### config.mk
export PLATFORM = sky130hd
export DESIGN_NAME = virtual_relay_zone_controller
export DESIGN_NICKNAME = d
export VERILOG_FILES = /design/src/vrelay_pkg.sv /design/src/tick_gen.sv /design/src/virtual_relay_zone_controller.sv
export SDC_FILE = /design/constraint.sdc
export NUM_CORES = 1
export LEC_CHECK = 0
export BUFFER_PORTS_ARGS = -buffer_cell sky130_fd_sc_hd__buf_4
export CORE_UTILIZATION = 45
export DETAILED_ROUTE_END_ITERATION = 12
export GPL_TIMING_DRIVEN = 1
export PLACE_DENSITY = 0.69
export RECOVER_POWER = 25
export SLEW_MARGIN = 10
export SYNTH_ARGS = -nofsm -noshare
export SYNTH_HDL_FRONTEND = slang
export SYNTH_SLANG_ARGS = --single-unit
### constraint.sdc
create_clock -name mclk -period 5.9 [get_ports mclk]
set_clock_uncertainty 0.05 [all_clocks]
set_input_delay 0.295 -clock mclk [delete_from_list [all_inputs] [get_ports mclk]]
set_output_delay 0.295 -clock mclk [all_outputs]
set_load 0.01 [all_outputs]
### src/vrelay_pkg.sv
// Package for the virtual relay zone controller: register map, field layout,
// reset values, state encodings and timing constants.
// Assumes a 200 MHz mclk and a software register port with one-cycle reads.
package vrelay_pkg;

  // Register byte offsets
  localparam logic [7:0] OFS_CTRL     = 8'h00;
  localparam logic [7:0] OFS_SRCSEL   = 8'h04;
  localparam logic [7:0] OFS_SP1      = 8'h08;
  localparam logic [7:0] OFS_HYST1    = 8'h0c;
  localparam logic [7:0] OFS_SP2      = 8'h10;
  localparam logic [7:0] OFS_HYST2    = 8'h14;
  localparam logic [7:0] OFS_DELAY    = 8'h18;
  localparam logic [7:0] OFS_TOGGLE   = 8'h1c;
  localparam logic [7:0] OFS_STATUS   = 8'h20;
  localparam logic [7:0] OFS_IRQSTAT  = 8'h24;
  localparam logic [7:0] OFS_IRQMASK  = 8'h28;

  // CTRL field positions
  localparam int CTRL_SEL_LSB  = 0;
  localparam int CTRL_TWO_BIT  = 2;
  localparam int CTRL_Z1_LSB   = 3;
  localparam int CTRL_Z2_LSB   = 5;
  localparam int CTRL_Z3_LSB   = 7;
  localparam int CTRL_NC_LSB   = 9;
  // SRCSEL field positions
  localparam int SRC_TANK_LSB  = 0;
  localparam int SRC_PARAM_LSB = 8;
  // Interrupt bit positions
  localparam int IRQ_ZONE      = 0;
  localparam int IRQ_ALARM     = 1;
  localparam int IRQ_CANCEL    = 2;

  // Reset values
  localparam logic [31:0] CTRL_RST   = 32'h0000_0000;
  localparam logic [31:0] SRCSEL_RST = 32'h0000_0000;
  localparam logic [31:0] SP_RST     = 32'h0000_0000;
  localparam logic [31:0] HYST_RST   = 32'h0000_0000;
  localparam logic [15:0] DELAY_RST  = 16'h0000;
  localparam logic [15:0] TOGGLE_RST = 16'h0032;

  // Timing: delay and toggle period count in 100 ms ticks
  localparam int CLK_PERIOD_NS = 5;
  localparam int TICK_NS       = 100_000_000;
  localparam int TICK_CYCLES   = TICK_NS / CLK_PERIOD_NS;

  typedef enum logic [1:0] {
    OUT_DISABLED = 2'h0,
    OUT_RELAY1   = 2'h1,
    OUT_RELAY2   = 2'h2
  } out_sel_t;

  typedef enum logic [1:0] {
    RS_NORMAL = 2'h0,
    RS_ALARM  = 2'h1,
    RS_TOGGLE = 2'h2
  } relay_state_t;

  typedef enum logic [1:0] {
    ZONE_1 = 2'h1,
    ZONE_2 = 2'h2,
    ZONE_3 = 2'h3
  } zone_t;

  // Delay tracker: Gray along idle -> wait
  typedef enum logic [1:0] {
    DLY_IDLE = 2'h0,
    DLY_WAIT = 2'h1
  } dly_state_t;

  typedef struct packed {
    logic [1:0]  outSel;
    logic        twoPoints;
    logic [1:0]  z1St;
    logic [1:0]  z2St;
    logic [1:0]  z3St;
    logic [1:0]  ncWiring;
    logic [3:0]  tankPos;
    logic [3:0]  tankParam;
    logic [31:0] sp1;
    logic [31:0] hyst1;
    logic [31:0] sp2;
    logic [31:0] hyst2;
    logic [15:0] delayTicks;
    logic [15:0] toggleTicks;
  } vr_cfg_t;

  typedef struct packed {
    logic [7:0]  addr;
    logic [31:0] wrData;
    logic        wr;
    logic        rd;
  } reg_req_t;

endpackage : vrelay_pkg

### src/tick_gen.sv
// Tick prescaler: one-cycle pulse every TICK_CYC clock cycles.
// Assumes a free-running mclk; used as the timebase for delay and toggle.
`timescale 1ns/1ps
module tick_gen #(
  parameter int TICK_CYC = 20_000_000
) (
  // Clock and reset
  input  wire logic mclk,
  input  wire logic sys_rst,
  // Timebase
  output logic      tick
);
  if (TICK_CYC < 1) begin : g_bad_tick
    $error("tick_gen: TICK_CYC must be at least 1");
  end

  logic [31:0] cnt_q;
  logic [31:0] cnt_d;
  logic        tick_q;
  logic        tick_d;

  always_comb begin
    tick_d = 1'b0;
    cnt_d  = cnt_q + 32'h1;
    if (cnt_q >= 32'(TICK_CYC - 1)) begin
      cnt_d  = 32'h0;
      tick_d = 1'b1;
    end
  end

  always_ff @(posedge mclk) begin
    if (sys_rst) begin
      cnt_q  <= 32'h0;
      tick_q <= 1'b0;
    end else begin
      cnt_q  <= cnt_d;
      tick_q <= tick_d;
    end
  end

  assign tick = tick_q;
endmodule // tick_gen

### src/virtual_relay_zone_controller.sv
// Virtual relay zone controller: compares a selected tank measurement with
// one or two set points, tracks zones with hysteresis and drives a relay.
// Assumes the tank database answers srcValue/srcValid on mclk, no crossing.
// Function
// [RULE_01] Alarm state drives selected coil de-energized
// [RULE_02] Normally open contact open in Alarm
// [RULE_03] Normally closed contact closed in Alarm
// [RULE_04] Normal state keeps selected coil energized
// [RULE_05] Toggle alternates coil at configured period
// [RULE_06] Disabled output performs no relay switching
// [RULE_07] Output selection routes to relay one/two
// [RULE_08] Source chosen by tank position, parameter
// [RULE_09] Switch delay before entering Alarm state
// [RULE_10] One or two set points, two/three zones
// [RULE_11] Each zone holds its own target state
// [RULE_12] Each set point has own hysteresis
// [RULE_13] Crossing set point 1 applies zone 1
// [RULE_14] Zone 1 held until hysteresis cleared
// [RULE_15] Crossing set point 2 applies zone 3
// [RULE_16] Zone 3 held until hysteresis cleared
// [RULE_17] Point 1 bounds zones 1/2, 2 bounds 2/3
// [RULE_18] Leaving zone cancels pending alarm delay
`timescale 1ns/1ps
module virtual_relay_zone_controller
  import vrelay_pkg::*;
#(
  parameter int NUM_RELAYS = 2,
  parameter int TICK_CYC   = TICK_CYCLES
) (
  // Clock and reset
  input  wire logic        mclk,
  input  wire logic        sys_rst,
  // Register port
  input  wire logic [7:0]  regAddr,
  input  wire logic [31:0] regWrData,
  input  wire logic        regWr,
  input  wire logic        regRd,
  output logic      [31:0] regRdData,
  // Tank database source
  output logic      [3:0]  srcTank,
  output logic      [3:0]  srcParam,
  input  wire logic [31:0] srcValue,
  input  wire logic        srcValid,
  // Relays
  output logic      [1:0]  relayCoil,
  output logic      [1:0]  relayContact,
  // Interrupt
  output logic             irq
);
  if (NUM_RELAYS < 1 || NUM_RELAYS > 2) begin : g_bad_relays
    $error("NUM_RELAYS must be 1 or 2");
  end

  // Signed compare on 33 bits so set point plus hysteresis cannot wrap for hysteresis up to 2^31
  function automatic logic signed [32:0] sx(input logic [31:0] v);
    return {v[31], v};
  endfunction

  function automatic logic signed [32:0] band(input logic [31:0] sp,
                                              input logic [31:0] h, input logic up);
    logic signed [32:0] hx;
    hx = $signed({1'b0, h});
    return up ? 33'(sx(sp) + hx) : 33'(sx(sp) - hx);
  endfunction

  reg_req_t req;
  assign req = '{addr: regAddr, wrData: regWrData, wr: regWr, rd: regRd};

  logic tick;
  tick_gen #(.TICK_CYC(TICK_CYC)) u_tick (
    .mclk    (mclk),
    .sys_rst (sys_rst),
    .tick    (tick)
  );

  // Register file
  vr_cfg_t      cfg_q,  cfg_d;
  logic [2:0]   irqStat_q, irqStat_d;
  logic [2:0]   irqMask_q, irqMask_d;
  logic [31:0]  rdData_q,  rdData_d;
  logic [2:0]   events;
  logic [31:0]  statusWord;

  always_comb begin
    cfg_d     = cfg_q;
    irqMask_d = irqMask_q;
    // Set wins over a write-one-to-clear in the same cycle
    irqStat_d = irqStat_q;
    if (req.wr && req.addr == OFS_IRQSTAT) begin
      irqStat_d = irqStat_q & ~req.wrData[2:0];
    end
    irqStat_d = irqStat_d | events;
    if (req.wr) begin
      if (req.addr == OFS_CTRL) begin
        cfg_d.outSel    = req.wrData[CTRL_SEL_LSB +: 2];
        cfg_d.twoPoints = req.wrData[CTRL_TWO_BIT];
        cfg_d.z1St      = req.wrData[CTRL_Z1_LSB +: 2];
        cfg_d.z2St      = req.wrData[CTRL_Z2_LSB +: 2];
        cfg_d.z3St      = req.wrData[CTRL_Z3_LSB +: 2];
        cfg_d.ncWiring  = req.wrData[CTRL_NC_LSB +: 2];
      end else if (req.addr == OFS_SRCSEL) begin
        cfg_d.tankPos   = req.wrData[SRC_TANK_LSB +: 4];
        cfg_d.tankParam = req.wrData[SRC_PARAM_LSB +: 4];
      end else if (req.addr == OFS_SP1) begin
        cfg_d.sp1 = req.wrData;
      end else if (req.addr == OFS_HYST1) begin
        cfg_d.hyst1 = req.wrData;
      end else if (req.addr == OFS_SP2) begin
        cfg_d.sp2 = req.wrData;
      end else if (req.addr == OFS_HYST2) begin
        cfg_d.hyst2 = req.wrData;
      end else if (req.addr == OFS_DELAY) begin
        cfg_d.delayTicks = req.wrData[15:0];
      end else if (req.addr == OFS_TOGGLE) begin
        cfg_d.toggleTicks = req.wrData[15:0];
      end else if (req.addr == OFS_IRQMASK) begin
        irqMask_d = req.wrData[2:0];
      end
    end
    rdData_d = 32'h0;
    if (req.rd) begin
      if (req.addr == OFS_CTRL) begin
        rdData_d = {21'h0, cfg_q.ncWiring, cfg_q.z3St, cfg_q.z2St, cfg_q.z1St,
                    cfg_q.twoPoints, cfg_q.outSel};
      end else if (req.addr == OFS_SRCSEL) begin
        rdData_d = {20'h0, cfg_q.tankParam, 4'h0, cfg_q.tankPos};
      end else if (req.addr == OFS_SP1) begin
        rdData_d = cfg_q.sp1;
      end else if (req.addr == OFS_HYST1) begin
        rdData_d = cfg_q.hyst1;
      end else if (req.addr == OFS_SP2) begin
        rdData_d = cfg_q.sp2;
      end else if (req.addr == OFS_HYST2) begin
        rdData_d = cfg_q.hyst2;
      end else if (req.addr == OFS_DELAY) begin
        rdData_d = {16'h0, cfg_q.delayTicks};
      end else if (req.addr == OFS_TOGGLE) begin
        rdData_d = {16'h0, cfg_q.toggleTicks};
      end else if (req.addr == OFS_STATUS) begin
        rdData_d = statusWord;
      end else if (req.addr == OFS_IRQSTAT) begin
        rdData_d = {29'h0, irqStat_q};
      end else if (req.addr == OFS_IRQMASK) begin
        rdData_d = {29'h0, irqMask_q};
      end
    end
  end

  always_ff @(posedge mclk) begin
    if (sys_rst) begin
      cfg_q <= '{outSel: CTRL_RST[1:0], twoPoints: CTRL_RST[2], z1St: CTRL_RST[4:3],
                 z2St: CTRL_RST[6:5], z3St: CTRL_RST[8:7], ncWiring: CTRL_RST[10:9],
                 tankPos: SRCSEL_RST[3:0], tankParam: SRCSEL_RST[11:8],
                 sp1: SP_RST, hyst1: HYST_RST, sp2: SP_RST, hyst2: HYST_RST,
                 delayTicks: DELAY_RST, toggleTicks: TOGGLE_RST};
      irqStat_q <= 3'h0;
      irqMask_q <= 3'h0;
      rdData_q  <= 32'h0;
    end else begin
      cfg_q     <= cfg_d;
      irqStat_q <= irqStat_d;
      irqMask_q <= irqMask_d;
      rdData_q  <= rdData_d;
    end
  end

  assign regRdData = rdData_q;
  assign irq       = |(irqStat_q & irqMask_q);
  // [RULE_08] Source selection
  assign srcTank   = cfg_q.tankPos;
  assign srcParam  = cfg_q.tankParam;

  // Zone tracking, alarm delay and toggle phase
  zone_t        zone_q, zone_d;
  dly_state_t   dly_q, dly_d;
  relay_state_t applied_q, applied_d;
  relay_state_t target;
  logic [15:0]  dlyCnt_q, dlyCnt_d;
  logic [15:0]  togCnt_q, togCnt_d;
  logic         phase_q, phase_d;
  logic [1:0]   coil_q, coil_d;
  logic [1:0]   contact_q, contact_d;
  logic         vrCoil;
  logic         below1, clear1, above2, clear2;

  // [RULE_12] Per set point hysteresis bands
  assign below1 = $signed(sx(srcValue)) < $signed(sx(cfg_q.sp1));
  assign clear1 = $signed(sx(srcValue)) >= band(cfg_q.sp1, cfg_q.hyst1, 1'b1);
  assign above2 = $signed(sx(srcValue)) > $signed(sx(cfg_q.sp2));
  assign clear2 = $signed(sx(srcValue)) <= band(cfg_q.sp2, cfg_q.hyst2, 1'b0);

  // [RULE_11] Zone target state
  always_comb begin
    case (zone_q)
      ZONE_1:  target = relay_state_t'(cfg_q.z1St);
      ZONE_3:  target = relay_state_t'(cfg_q.z3St);
      default: target = relay_state_t'(cfg_q.z2St);
    endcase
  end

  always_comb begin
    zone_d    = zone_q;
    dly_d     = dly_q;
    dlyCnt_d  = dlyCnt_q;
    applied_d = applied_q;
    events    = 3'h0;
    // [RULE_17] Point 1 sits below point 2 on an ascending scale
    if (srcValid) begin
      case (zone_q)
        // [RULE_13] Crossing into zone 1
        ZONE_2: begin
          if (below1) begin
            zone_d = ZONE_1;
          // [RULE_10] Zone 3 exists only with two points
          // [RULE_15] Crossing into zone 3
          end else if (cfg_q.twoPoints && above2) begin
            zone_d = ZONE_3;
          end
        end
        // [RULE_14] Hold zone 1 until band cleared
        ZONE_1: begin
          if (clear1) zone_d = ZONE_2;
        end
        // [RULE_16] Hold zone 3 until band cleared
        default: begin
          if (clear2 || !cfg_q.twoPoints) zone_d = ZONE_2;
        end
      endcase
    end
    events[IRQ_ZONE] = (zone_d != zone_q);
    case (dly_q)
      DLY_IDLE: begin
        dlyCnt_d = 16'h0;
        if (target != RS_ALARM) begin
          applied_d = target;
        end else if (applied_q != RS_ALARM) begin
          // [RULE_09] Zero delay switches at once
          if (cfg_q.delayTicks == 16'h0) begin
            applied_d = RS_ALARM;
          end else begin
            dly_d = DLY_WAIT;
          end
        end
      end
      default: begin
        // [RULE_18] Source left the zone: cancel and rearm
        if (target != RS_ALARM) begin
          dly_d     = DLY_IDLE;
          dlyCnt_d  = 16'h0;
          applied_d = target;
          events[IRQ_CANCEL] = 1'b1;
        end else if (tick) begin
          dlyCnt_d = dlyCnt_q + 16'h1;
          // [RULE_09] Alarm only after the full delay
          if (dlyCnt_d >= cfg_q.delayTicks) begin
            dly_d     = DLY_IDLE;
            applied_d = RS_ALARM;
          end
        end
      end
    endcase
    events[IRQ_ALARM] = (applied_d == RS_ALARM) && (applied_q != RS_ALARM);
  end

  // [RULE_05] Toggle phase flips once per period
  always_comb begin
    togCnt_d = 16'h0;
    phase_d  = 1'b1;
    if (applied_q == RS_TOGGLE) begin
      togCnt_d = togCnt_q;
      phase_d  = phase_q;
      if (tick) begin
        togCnt_d = togCnt_q + 16'h1;
        if (togCnt_d >= cfg_q.toggleTicks) begin
          togCnt_d = 16'h0;
          phase_d  = !phase_q;
        end
      end
    end
  end

  // [RULE_01] [RULE_04] Coil level per resolved state
  always_comb begin
    case (applied_q)
      RS_NORMAL: vrCoil = 1'b1;
      RS_TOGGLE: vrCoil = phase_q;
      default:   vrCoil = 1'b0;
    endcase
  end

  always_comb begin
    coil_d = 2'h0;
    // [RULE_07] Route to the fitted relay; [RULE_06] none when disabled
    if (cfg_q.outSel == OUT_RELAY1) begin
      coil_d[0] = vrCoil;
    end else if (cfg_q.outSel == OUT_RELAY2 && NUM_RELAYS == 2) begin
      coil_d[1] = vrCoil;
    end
    // [RULE_02] [RULE_03] Contact follows wiring when de-energized
    contact_d = coil_d ^ cfg_q.ncWiring;
  end

  always_ff @(posedge mclk) begin
    if (sys_rst) begin
      zone_q    <= ZONE_2;
      dly_q     <= DLY_IDLE;
      dlyCnt_q  <= 16'h0;
      applied_q <= RS_NORMAL;
      togCnt_q  <= 16'h0;
      phase_q   <= 1'b1;
      coil_q    <= 2'h0;
      contact_q <= 2'h0;
    end else begin
      zone_q    <= zone_d;
      dly_q     <= dly_d;
      dlyCnt_q  <= dlyCnt_d;
      applied_q <= applied_d;
      togCnt_q  <= togCnt_d;
      phase_q   <= phase_d;
      coil_q    <= coil_d;
      contact_q <= contact_d;
    end
  end

  assign relayCoil    = coil_q;
  assign relayContact = contact_q;
  assign statusWord   = {23'h0, (dly_q == DLY_WAIT), contact_q, coil_q, applied_q, zone_q};
endmodule // virtual_relay_zone_controller

; ---- Word level (Yosys, flattened, before mapping)
; Cells that the tools add are included.
[op_classes]
mul = 0
eq_ne = 24
addsub = 5
shift = 0
reduce_logical = 30
bitwise = 15
magnitude_cmp = 7
n_div = 0
mux = 41
[op_table]
columns = operator, n
row1 = two-way mux 32 bit, 4
row2 = two-way mux 16 bit, 3
row3 = two-way mux 2 bit, 19
row4 = adder 32 x 33 -> 33 bit, 1
row5 = >= comparator 32 x 33 -> 1 bit, 1
row6 = less-or-equal comparator 32 x 33 -> 1 bit, 1
row7 = subtractor 32 x 33 -> 33 bit, 1
row8 = adder 16 x 1 -> 16 bit (second input constant), 2
row9 = adder 32 x 1 -> 32 bit (second input constant), 1
row10 = equality test 8 x 5 -> 1 bit (second input constant), 4
row11 = >= comparator 16 bit, 2
row12 = >= comparator 32 x 25 -> 1 bit (second input constant), 1
row13 = > comparator 32 bit, 1
row14 = < comparator 32 bit, 1
row15 = equality test 8 x 6 -> 1 bit (second input constant), 3
row16 = equality test 8 x 4 -> 1 bit (second input constant), 2
row17 = logical NOT 16 bit, 1
row18 = two-way mux 12 bit, 1
row19 = two-way mux 11 bit, 1
row20 = inverter 1 bit, 10
row21 = AND reduction 10 bit, 1
row22 = AND reduction 5 bit, 2
row23 = two-way mux 3 bit, 3
row24 = two-way mux 9 bit, 1
row25 = other kinds (29), 55
[totals]
ramBits = 0
n_memories = 0
rom_bits = 0
latchBits = 0
regBits = 293
input_bits = 77
word_cells = 151

; ---- Logic depth before layout (Yosys ltp)
[logic_depth]
word_depth = 12
depth_mapped = 22
depth_no_buf = 22

; ---- Cells and area by module
; A second synthesis with hierarchy kept.
[hier_totals]
cells_unflattened = 2466
hier_area_um2 = 19244.7
[by_module_without_submodules]
columns = module, cells_per_inst, area_each_um2, n_inst
row1 = virtual_relay_zone_controller, 2315, 17799.6, 1
row2 = tick_gen, 151, 1445.1, 1

; ---- Worst setup path after synthesis
; Ideal clock, no wire load.
[synth_path]
path_kind = reg-to-reg
from = register cfg_q[112] (netlist name)
to = register irqStat_q[0]
setup_slack_ps = 1465
arrival_ps = 4260
path_buffers = 0
path_stages_with_launch = 21
path_cell_list = dfxtp_1 -> ha_1 -> a21o_1 -> a221o_1 -> a21oi_1 -> o221ai_1 -> o211ai_1 -> a31oi_1 -> a221o_1 -> a21oi_1 -> xor2_1 -> ha_1 -> or4_1 -> o32ai_1 -> a21oi_1 -> nor3_1 -> a211o_1 -> a2111oi_2 -> o21ai_1 -> o31ai_1 -> o41a_1
[synth_via]
elab_chain_cells = 7
[synth_lines]
columns = item, line_no
row1 = start: declaration, virtual_relay_zone_controller.sv:77  ; vr_cfg_t cfg_q, cfg_d;
row2 = start signal: assignment, virtual_relay_zone_controller.sv:151  ; cfg_q <= '{outSel: CTRL_RST[1:0], twoPoints: CTRL_RST[2], z1St: CTRL_RST[4:3],
row3 = start signal: assignment, virtual_relay_zone_controller.sv:160  ; cfg_q <= cfg_d;
row4 = adder 32 x 33 -> 33 bit, virtual_relay_zone_controller.sv:63  ; return up ? 33'(sx(sp) + hx) : 33'(sx(sp) - hx);
row5 = >= comparator 32 x 33 -> 1 bit, virtual_relay_zone_controller.sv:188  ; assign clear1 = $signed(sx(srcValue)) >= band(cfg_q.sp1, cfg_q.hyst1, 1'b1);
row6 = two-way mux 2 bit, virtual_relay_zone_controller.sv:222  ; if (clear1) zone_d = ZONE_2;
row7 = one-hot mux 2 bit (2 select lines), virtual_relay_zone_controller.sv:209  ; case (zone_q)
row8 = two-way mux 2 bit, virtual_relay_zone_controller.sv:208  ; if (srcValid) begin
row9 = inequality test 2 bit, virtual_relay_zone_controller.sv:230  ; events[IRQ_ZONE] = (zone_d != zone_q);
row10 = bitwise OR 3 bit, virtual_relay_zone_controller.sv:92  ; irqStat_d = irqStat_d | events;
row11 = end signal: assignment, virtual_relay_zone_controller.sv:161  ; irqStat_q <= irqStat_d;
row12 = end: declaration, virtual_relay_zone_controller.sv:78  ; logic [2:0] irqStat_q, irqStat_d;
; No other way between the ends.
; A chain may end at the register's enable or synchronous reset.

; ---- Worst setup path after layout
[layout_path]
from = register cfg_q[132] (netlist name)
to = register irqStat_q[0]
[layout_via]
elab_chain_cells = 7
word_cells_on_any_way = 9
classes_between = add/sub: 1 / order compare: 2 / eq/ne: 1 / mux: 4 / bitwise: 1
[layout_lines]
columns = item, line_no
row1 = adder 32 x 33 -> 33 bit, virtual_relay_zone_controller.sv:63
row2 = >= comparator 32 x 33 -> 1 bit, virtual_relay_zone_controller.sv:188
row3 = two-way mux 2 bit, virtual_relay_zone_controller.sv:222
row4 = one-hot mux 2 bit (2 select lines) (*), virtual_relay_zone_controller.sv:209
row5 = two-way mux 2 bit (*), virtual_relay_zone_controller.sv:208
row6 = inequality test 2 bit (*), virtual_relay_zone_controller.sv:230
row7 = bitwise OR 3 bit (*), virtual_relay_zone_controller.sv:92
; Every way passes the cells marked *; elsewhere a longest branch is shown, timed or not.

==> impl_metrics.prom <==
# TYPE chip_impl_metric gauge
chip_impl_info{name="status",value="finished, violations left"} 1
chip_impl_info{name="violations_in_the_final_reports",value="capacitance limit, slew limit"} 1
chip_impl_metric{name="critical_path_maximum_fanout",unit=""} 5
chip_impl_metric{name="areaGrowthSynthToFinish",unit="%"} 13.6
chip_impl_metric{name="route.detailed.wl_per_inst",unit="um"} 20.9
chip_impl_metric{name="ys_types",unit=""} 83
chip_impl_metric{name="postSynthAreaPerCell",unit="um^2"} 7.79
chip_impl_metric{name="hold_violations",unit=""} 0
chip_impl_metric{name="worstSkewPairLatency",unit="ns"} 0.56
chip_impl_metric{name="clock-sinks",unit=""} 292
chip_impl_metric{name="p_per_area",unit="mW/mm^2"} 216
chip_impl_info{name="timing.critical_path.to",value="irqStat_q[0]$_SDFF_PP0_"} 1
chip_impl_info{name="cts_tree",value="yes"} 1
chip_impl_info{name="criticalPathCategory",value="reg2reg"} 1
chip_impl_metric{name="post-synth-top-area-fraction",unit="%"} 30.7
chip_impl_metric{name="final_period_minus_worst_setup_slack",unit="ns"} 5.37
chip_impl_metric{name="postCtsSetupRepairBufs",unit=""} 0
chip_impl_metric{name="detailedPlacementHpwl",unit="um"} 48700
chip_impl_info{name="synth_top_cells_by_count",value="sky130_fd_sc_hd__nand2_1, sky130_fd_sc_hd__a21oi_1, sky130_fd_sc_hd__dfxtp_1"} 1
chip_impl_metric{name="leakage",unit="nW"} 8.47
chip_impl_info{name="cp-end-kind",value="flip-flop"} 1
chip_impl_metric{name="pin_count_of_the_biggest_net_entering_global_routing",unit=""} 99
chip_impl_info{name="synth_ff_type",value="sky130_fd_sc_hd__dfxtp_1"} 1
chip_impl_info{name="synthMostInstantiatedCell",value="sky130_fd_sc_hd__nand2_1"} 1
chip_impl_metric{name="yosysWarningCount",unit=""} 0
chip_impl_metric{name="worst-endpoint-arrival",unit="ns"} 5.76
chip_impl_info{name="hp-start",value="regWrData[14]"} 1
chip_impl_info{name="crit_path_start_kind",value="flip-flop"} 1
chip_impl_metric{name="slew_headroom",unit="%"} -205
chip_impl_metric{name="postSynthCellCount",unit=""} 2440
chip_impl_info{name="hold_path.class",value="in2reg"} 1
chip_impl_metric{name="cts_max_level",unit=""} 2
chip_impl_info{name="highest_utilization_routing_layer_at_the_global_route_stage",value="met2"} 1
chip_impl_metric{name="setup_viol",unit=""} 0
chip_impl_metric{name="worst_reg_to_reg_cells",unit=""} 19
chip_impl_metric{name="final.fill_count",unit=""} 4002
chip_impl_metric{name="met3_usage",unit="%"} 4.27
chip_impl_metric{name="grt_usage",unit="%"} 29.9
chip_impl_metric{name="met1_track_usage_gr",unit="%"} 38.8
chip_impl_metric{name="slew_viol_final",unit=""} 196
chip_impl_metric{name="final_layout_size_suffix_gt1_share",unit="%"} 7.13
chip_impl_info{name="timing.critical_path.cells",value="ha_1, or3_1, o211ai_1, o221ai_1, o211ai_1, a31oi_1, a221o_1, a21oi_1, xor2_1, ha_1, or4_1, o32ai_1, a21oi_1, nor3_1, a211o_1, a2111oi_2, o21ai_1, o31ai_1, o41a_1"} 1
chip_impl_metric{name="row_count",unit=""} 74
chip_impl_metric{name="floorplan.die.height",unit="um"} 208
chip_impl_metric{name="fp.dieW",unit="um"} 208
chip_impl_metric{name="vias_post_dr",unit=""} 18500
chip_impl_metric{name="antennaDiodeCount",unit=""} 0
chip_impl_metric{name="slew_worst_pin",unit="ns"} 4.58
chip_impl_metric{name="critPathMaxStageDelay",unit="ns"} 0.55
chip_impl_metric{name="period_share",unit="%"} 91.0
chip_impl_info{name="cts_root_buffer",value="sky130_fd_sc_hd__clkbuf_16"} 1
chip_impl_info{name="critical_path.startpoint",value="cfg_q[132]$_SDFFE_PP0P_"} 1
chip_impl_info{name="synth_area_leader_cell",value="sky130_fd_sc_hd__dfxtp_1"} 1
chip_impl_metric{name="maxCapViolations",unit=""} 2
chip_impl_metric{name="placement.io_buffers",unit=""} 121
chip_impl_metric{name="drt_pre_antenna_iters",unit=""} 6
chip_impl_metric{name="cts-root-to-sink-buffers",unit=""} 3
chip_impl_metric{name="route.antenna.remaining_nets",unit=""} 0
chip_impl_metric{name="core_area",unit="mm^2"} 0.0413
chip_impl_metric{name="syn-cell-area",unit="mm^2"} 0.0190
chip_impl_metric{name="yosysSeqAreaShare",unit="%"} 30.7
chip_impl_info{name="rr_startpoint",value="cfg_q[132]$_SDFFE_PP0P_"} 1
chip_impl_metric{name="route.detailed.drc",unit=""} 0
chip_impl_metric{name="sequential_cell_area",unit="mm^2"} 0.00585
chip_impl_metric{name="final.setup.tns",unit="ns"} 0
chip_impl_metric{name="floorplan.die_area",unit="mm^2"} 0.0431
chip_impl_metric{name="fin_nets",unit=""} 2849
chip_impl_info{name="critical_path.reg2reg.endpoint",value="irqStat_q[0]$_SDFF_PP0_"} 1
chip_impl_metric{name="number_of_synthesized_flops_with_an_enable_pin",unit=""} 0
chip_impl_metric{name="initial_utilization",unit="%"} 46.0
chip_impl_metric{name="reg2reg_setup_slack",unit="ns"} 0.53
chip_impl_metric{name="wl",unit="um"} 64800
chip_impl_metric{name="ys_async_sr_fraction",unit="%"} 0
chip_impl_metric{name="yosys_register_bits",unit=""} 292
chip_impl_metric{name="grt_antenna_before_repair",unit=""} 0
chip_impl_metric{name="achievable-frequency",unit="MHz"} 186
chip_impl_metric{name="first_global_vias",unit=""} 18000
chip_impl_metric{name="avgViaCountPerCell",unit=""} 5.98
chip_impl_metric{name="post-route-util",unit="%"} 52.3
chip_impl_info{name="rsz0062_at_grt",value="false"} 1
chip_impl_metric{name="clkTransAtPathRegs",unit="ns"} 0.06
chip_impl_metric{name="place_congestion",unit=""} 1.01
chip_impl_metric{name="grtUsageMet2",unit="%"} 49.2
chip_impl_metric{name="ioPinCount",unit=""} 122
chip_impl_metric{name="multi_input_comb_area",unit="mm^2"} 0.0121
chip_impl_info{name="critical-path-slowest-cell",value="sky130_fd_sc_hd__or4_1"} 1
chip_impl_metric{name="drt_iter0_drc",unit=""} 1611
chip_impl_metric{name="grt_overflow_total",unit=""} 0
chip_impl_metric{name="cts_buffers",unit=""} 36
chip_impl_info{name="synth_top_cells_by_area",value="sky130_fd_sc_hd__dfxtp_1, sky130_fd_sc_hd__ha_1, sky130_fd_sc_hd__nand2_1"} 1
chip_impl_metric{name="grt_pass1_wl",unit="um"} 101000
chip_impl_metric{name="peakVddDrop",unit="V"} 0.000201
chip_impl_metric{name="timing.critical_path.required",unit="ns"} 6.28
-- layout make-up --
cell class                      instances  area share (%)
Sequential cell                       292            27.1
Clock buffer                           47            4.64
Clock inverter                         17           0.997
Multi-Input combinational cell       1884            56.3
Inverter                              161            2.80
Tap cell                              532            3.08
Timing Repair Buffer                  164            5.15
-- sequential cells by signal, summed over array words and instances, names as in the netlist, 2 cells and up --
signal and flops:
applied_q 2, cfg_q 171, srcParam 4, u_tick.cnt_q 32
srcTank 4, relayCoil 2, irqStat_q 3, regRdData 32
relayContact 2, zone_q 2, togCnt_q 16, dlyCnt_q 16
irqMask_q 3
-- report_power, final --
part | leakage, nW | switching (mW) | internal, mW
clock | 0.605 | 0.922 | 1.38
sequential | 2.35 | 0.0123 | 1.98
combinational | 5.51 | 0.229 | 0.147
-- timing repair --
action,in CTS,in global routing
hold endpoints to repair,98,0
hold buffers,25,0
gates resized for setup,0,0
-- logic make-up after synthesis --
logic type      share of synthesized area (%)
other cells                            0.0197
mux                                      1.22
buf+inv                                  5.74
simple gates                             20.0
compound gates                           21.1
xor+xnor                                 5.71
fa+ha+maj                                15.4
flops                                    30.7
-- stage by stage --
stage | power [mW] | cell area [um^2] | instances | setup slack (ns) | hold slack [ns]
after global routing | 4.81 | 21600 | 3097 | 0.172 | 0.0173
after CTS | 4.70 | 21800 | 3097 | 0.638 | 0.00171
after global placement | 2.38 | 20300 | 3008 | 0.739 | 0.393
after detailed placement | 2.39 | 20300 | 3008 | 0.681 | 0.398
after floorplan | 2.23 | 19000 | 2446 | 1.47 | 0.357
final | 4.67 | 21600 | 3097 | 0.528 | 0.0240
-- worst max-delay path: cells and delay by family (launching register included) --
kind                     cells  cell delay [ns]
AND/OR/NAND/NOR              3             1.16
XOR/XNOR                     1             0.10
AO/OA/AOI/OAI               13             3.17
adder cells (fa/ha/maj)      2             0.42
flip-flops                   1             0.34
-- cell usage in the layout (no fill, tap or decap), drive strengths merged, types with 5 or more instances in the layout --
cell,netlist,layout
clkbuf,88,96
o22ai,6,6
a21oi,296,296
o31ai,11,11
a222oi,21,21
o221ai,22,22
nor4,12,12
xnor2,50,50
nor3,35,35
a21o,44,44
o211ai,15,15
o21ai,71,71
clkinv,1,11
dfxtp,292,292
nand4,34,34
dlygate4sd3,1,25
or3,7,7
mux2i,22,22
inv,160,163
buf,20,90
a211oi,21,21
conb,1,7
xor2,74,74
a221oi,22,22
nand3,76,76
o21a,18,18
and3,35,35
nor2,178,178
a31oi,18,18
a22oi,10,10
nor2b,9,9
a211o,11,11
ha,231,231
or2,5,5
nand2b,25,25
nand2,429,429
o21bai,7,7
a22o,10,10
-- per-layer routing --
metal	vias to the layer above	wire, um	share of wire (%)
met4	0	2700	4.2
li1	8804	-	-
met1	8781	27600	43
met5	-	0	0
met3	153	4990	7.7
met2	775	29500	46
-- worst min-delay path by stage --
| stage | to | cells after the start |
|---|---|---|
| 3_5_place_dp | cfg_q[6]$_SDFFE_PP0P_ | 2 |
| 2_1_floorplan | zone_q[0]$_SDFF_PP0_ | 1 |
| 6_report | cfg_q[110]$_SDFFE_PP0P_ | 3 |
| 5_1_grt | cfg_q[47]$_SDFFE_PP0P_ | 3 |
| 4_1_cts | cfg_q[142]$_SDFFE_PP0P_ | 3 |
| 3_3_place_gp | cfg_q[6]$_SDFFE_PP0P_ | 2 |
No activity file was read; power rests on OpenSTA's default activity.
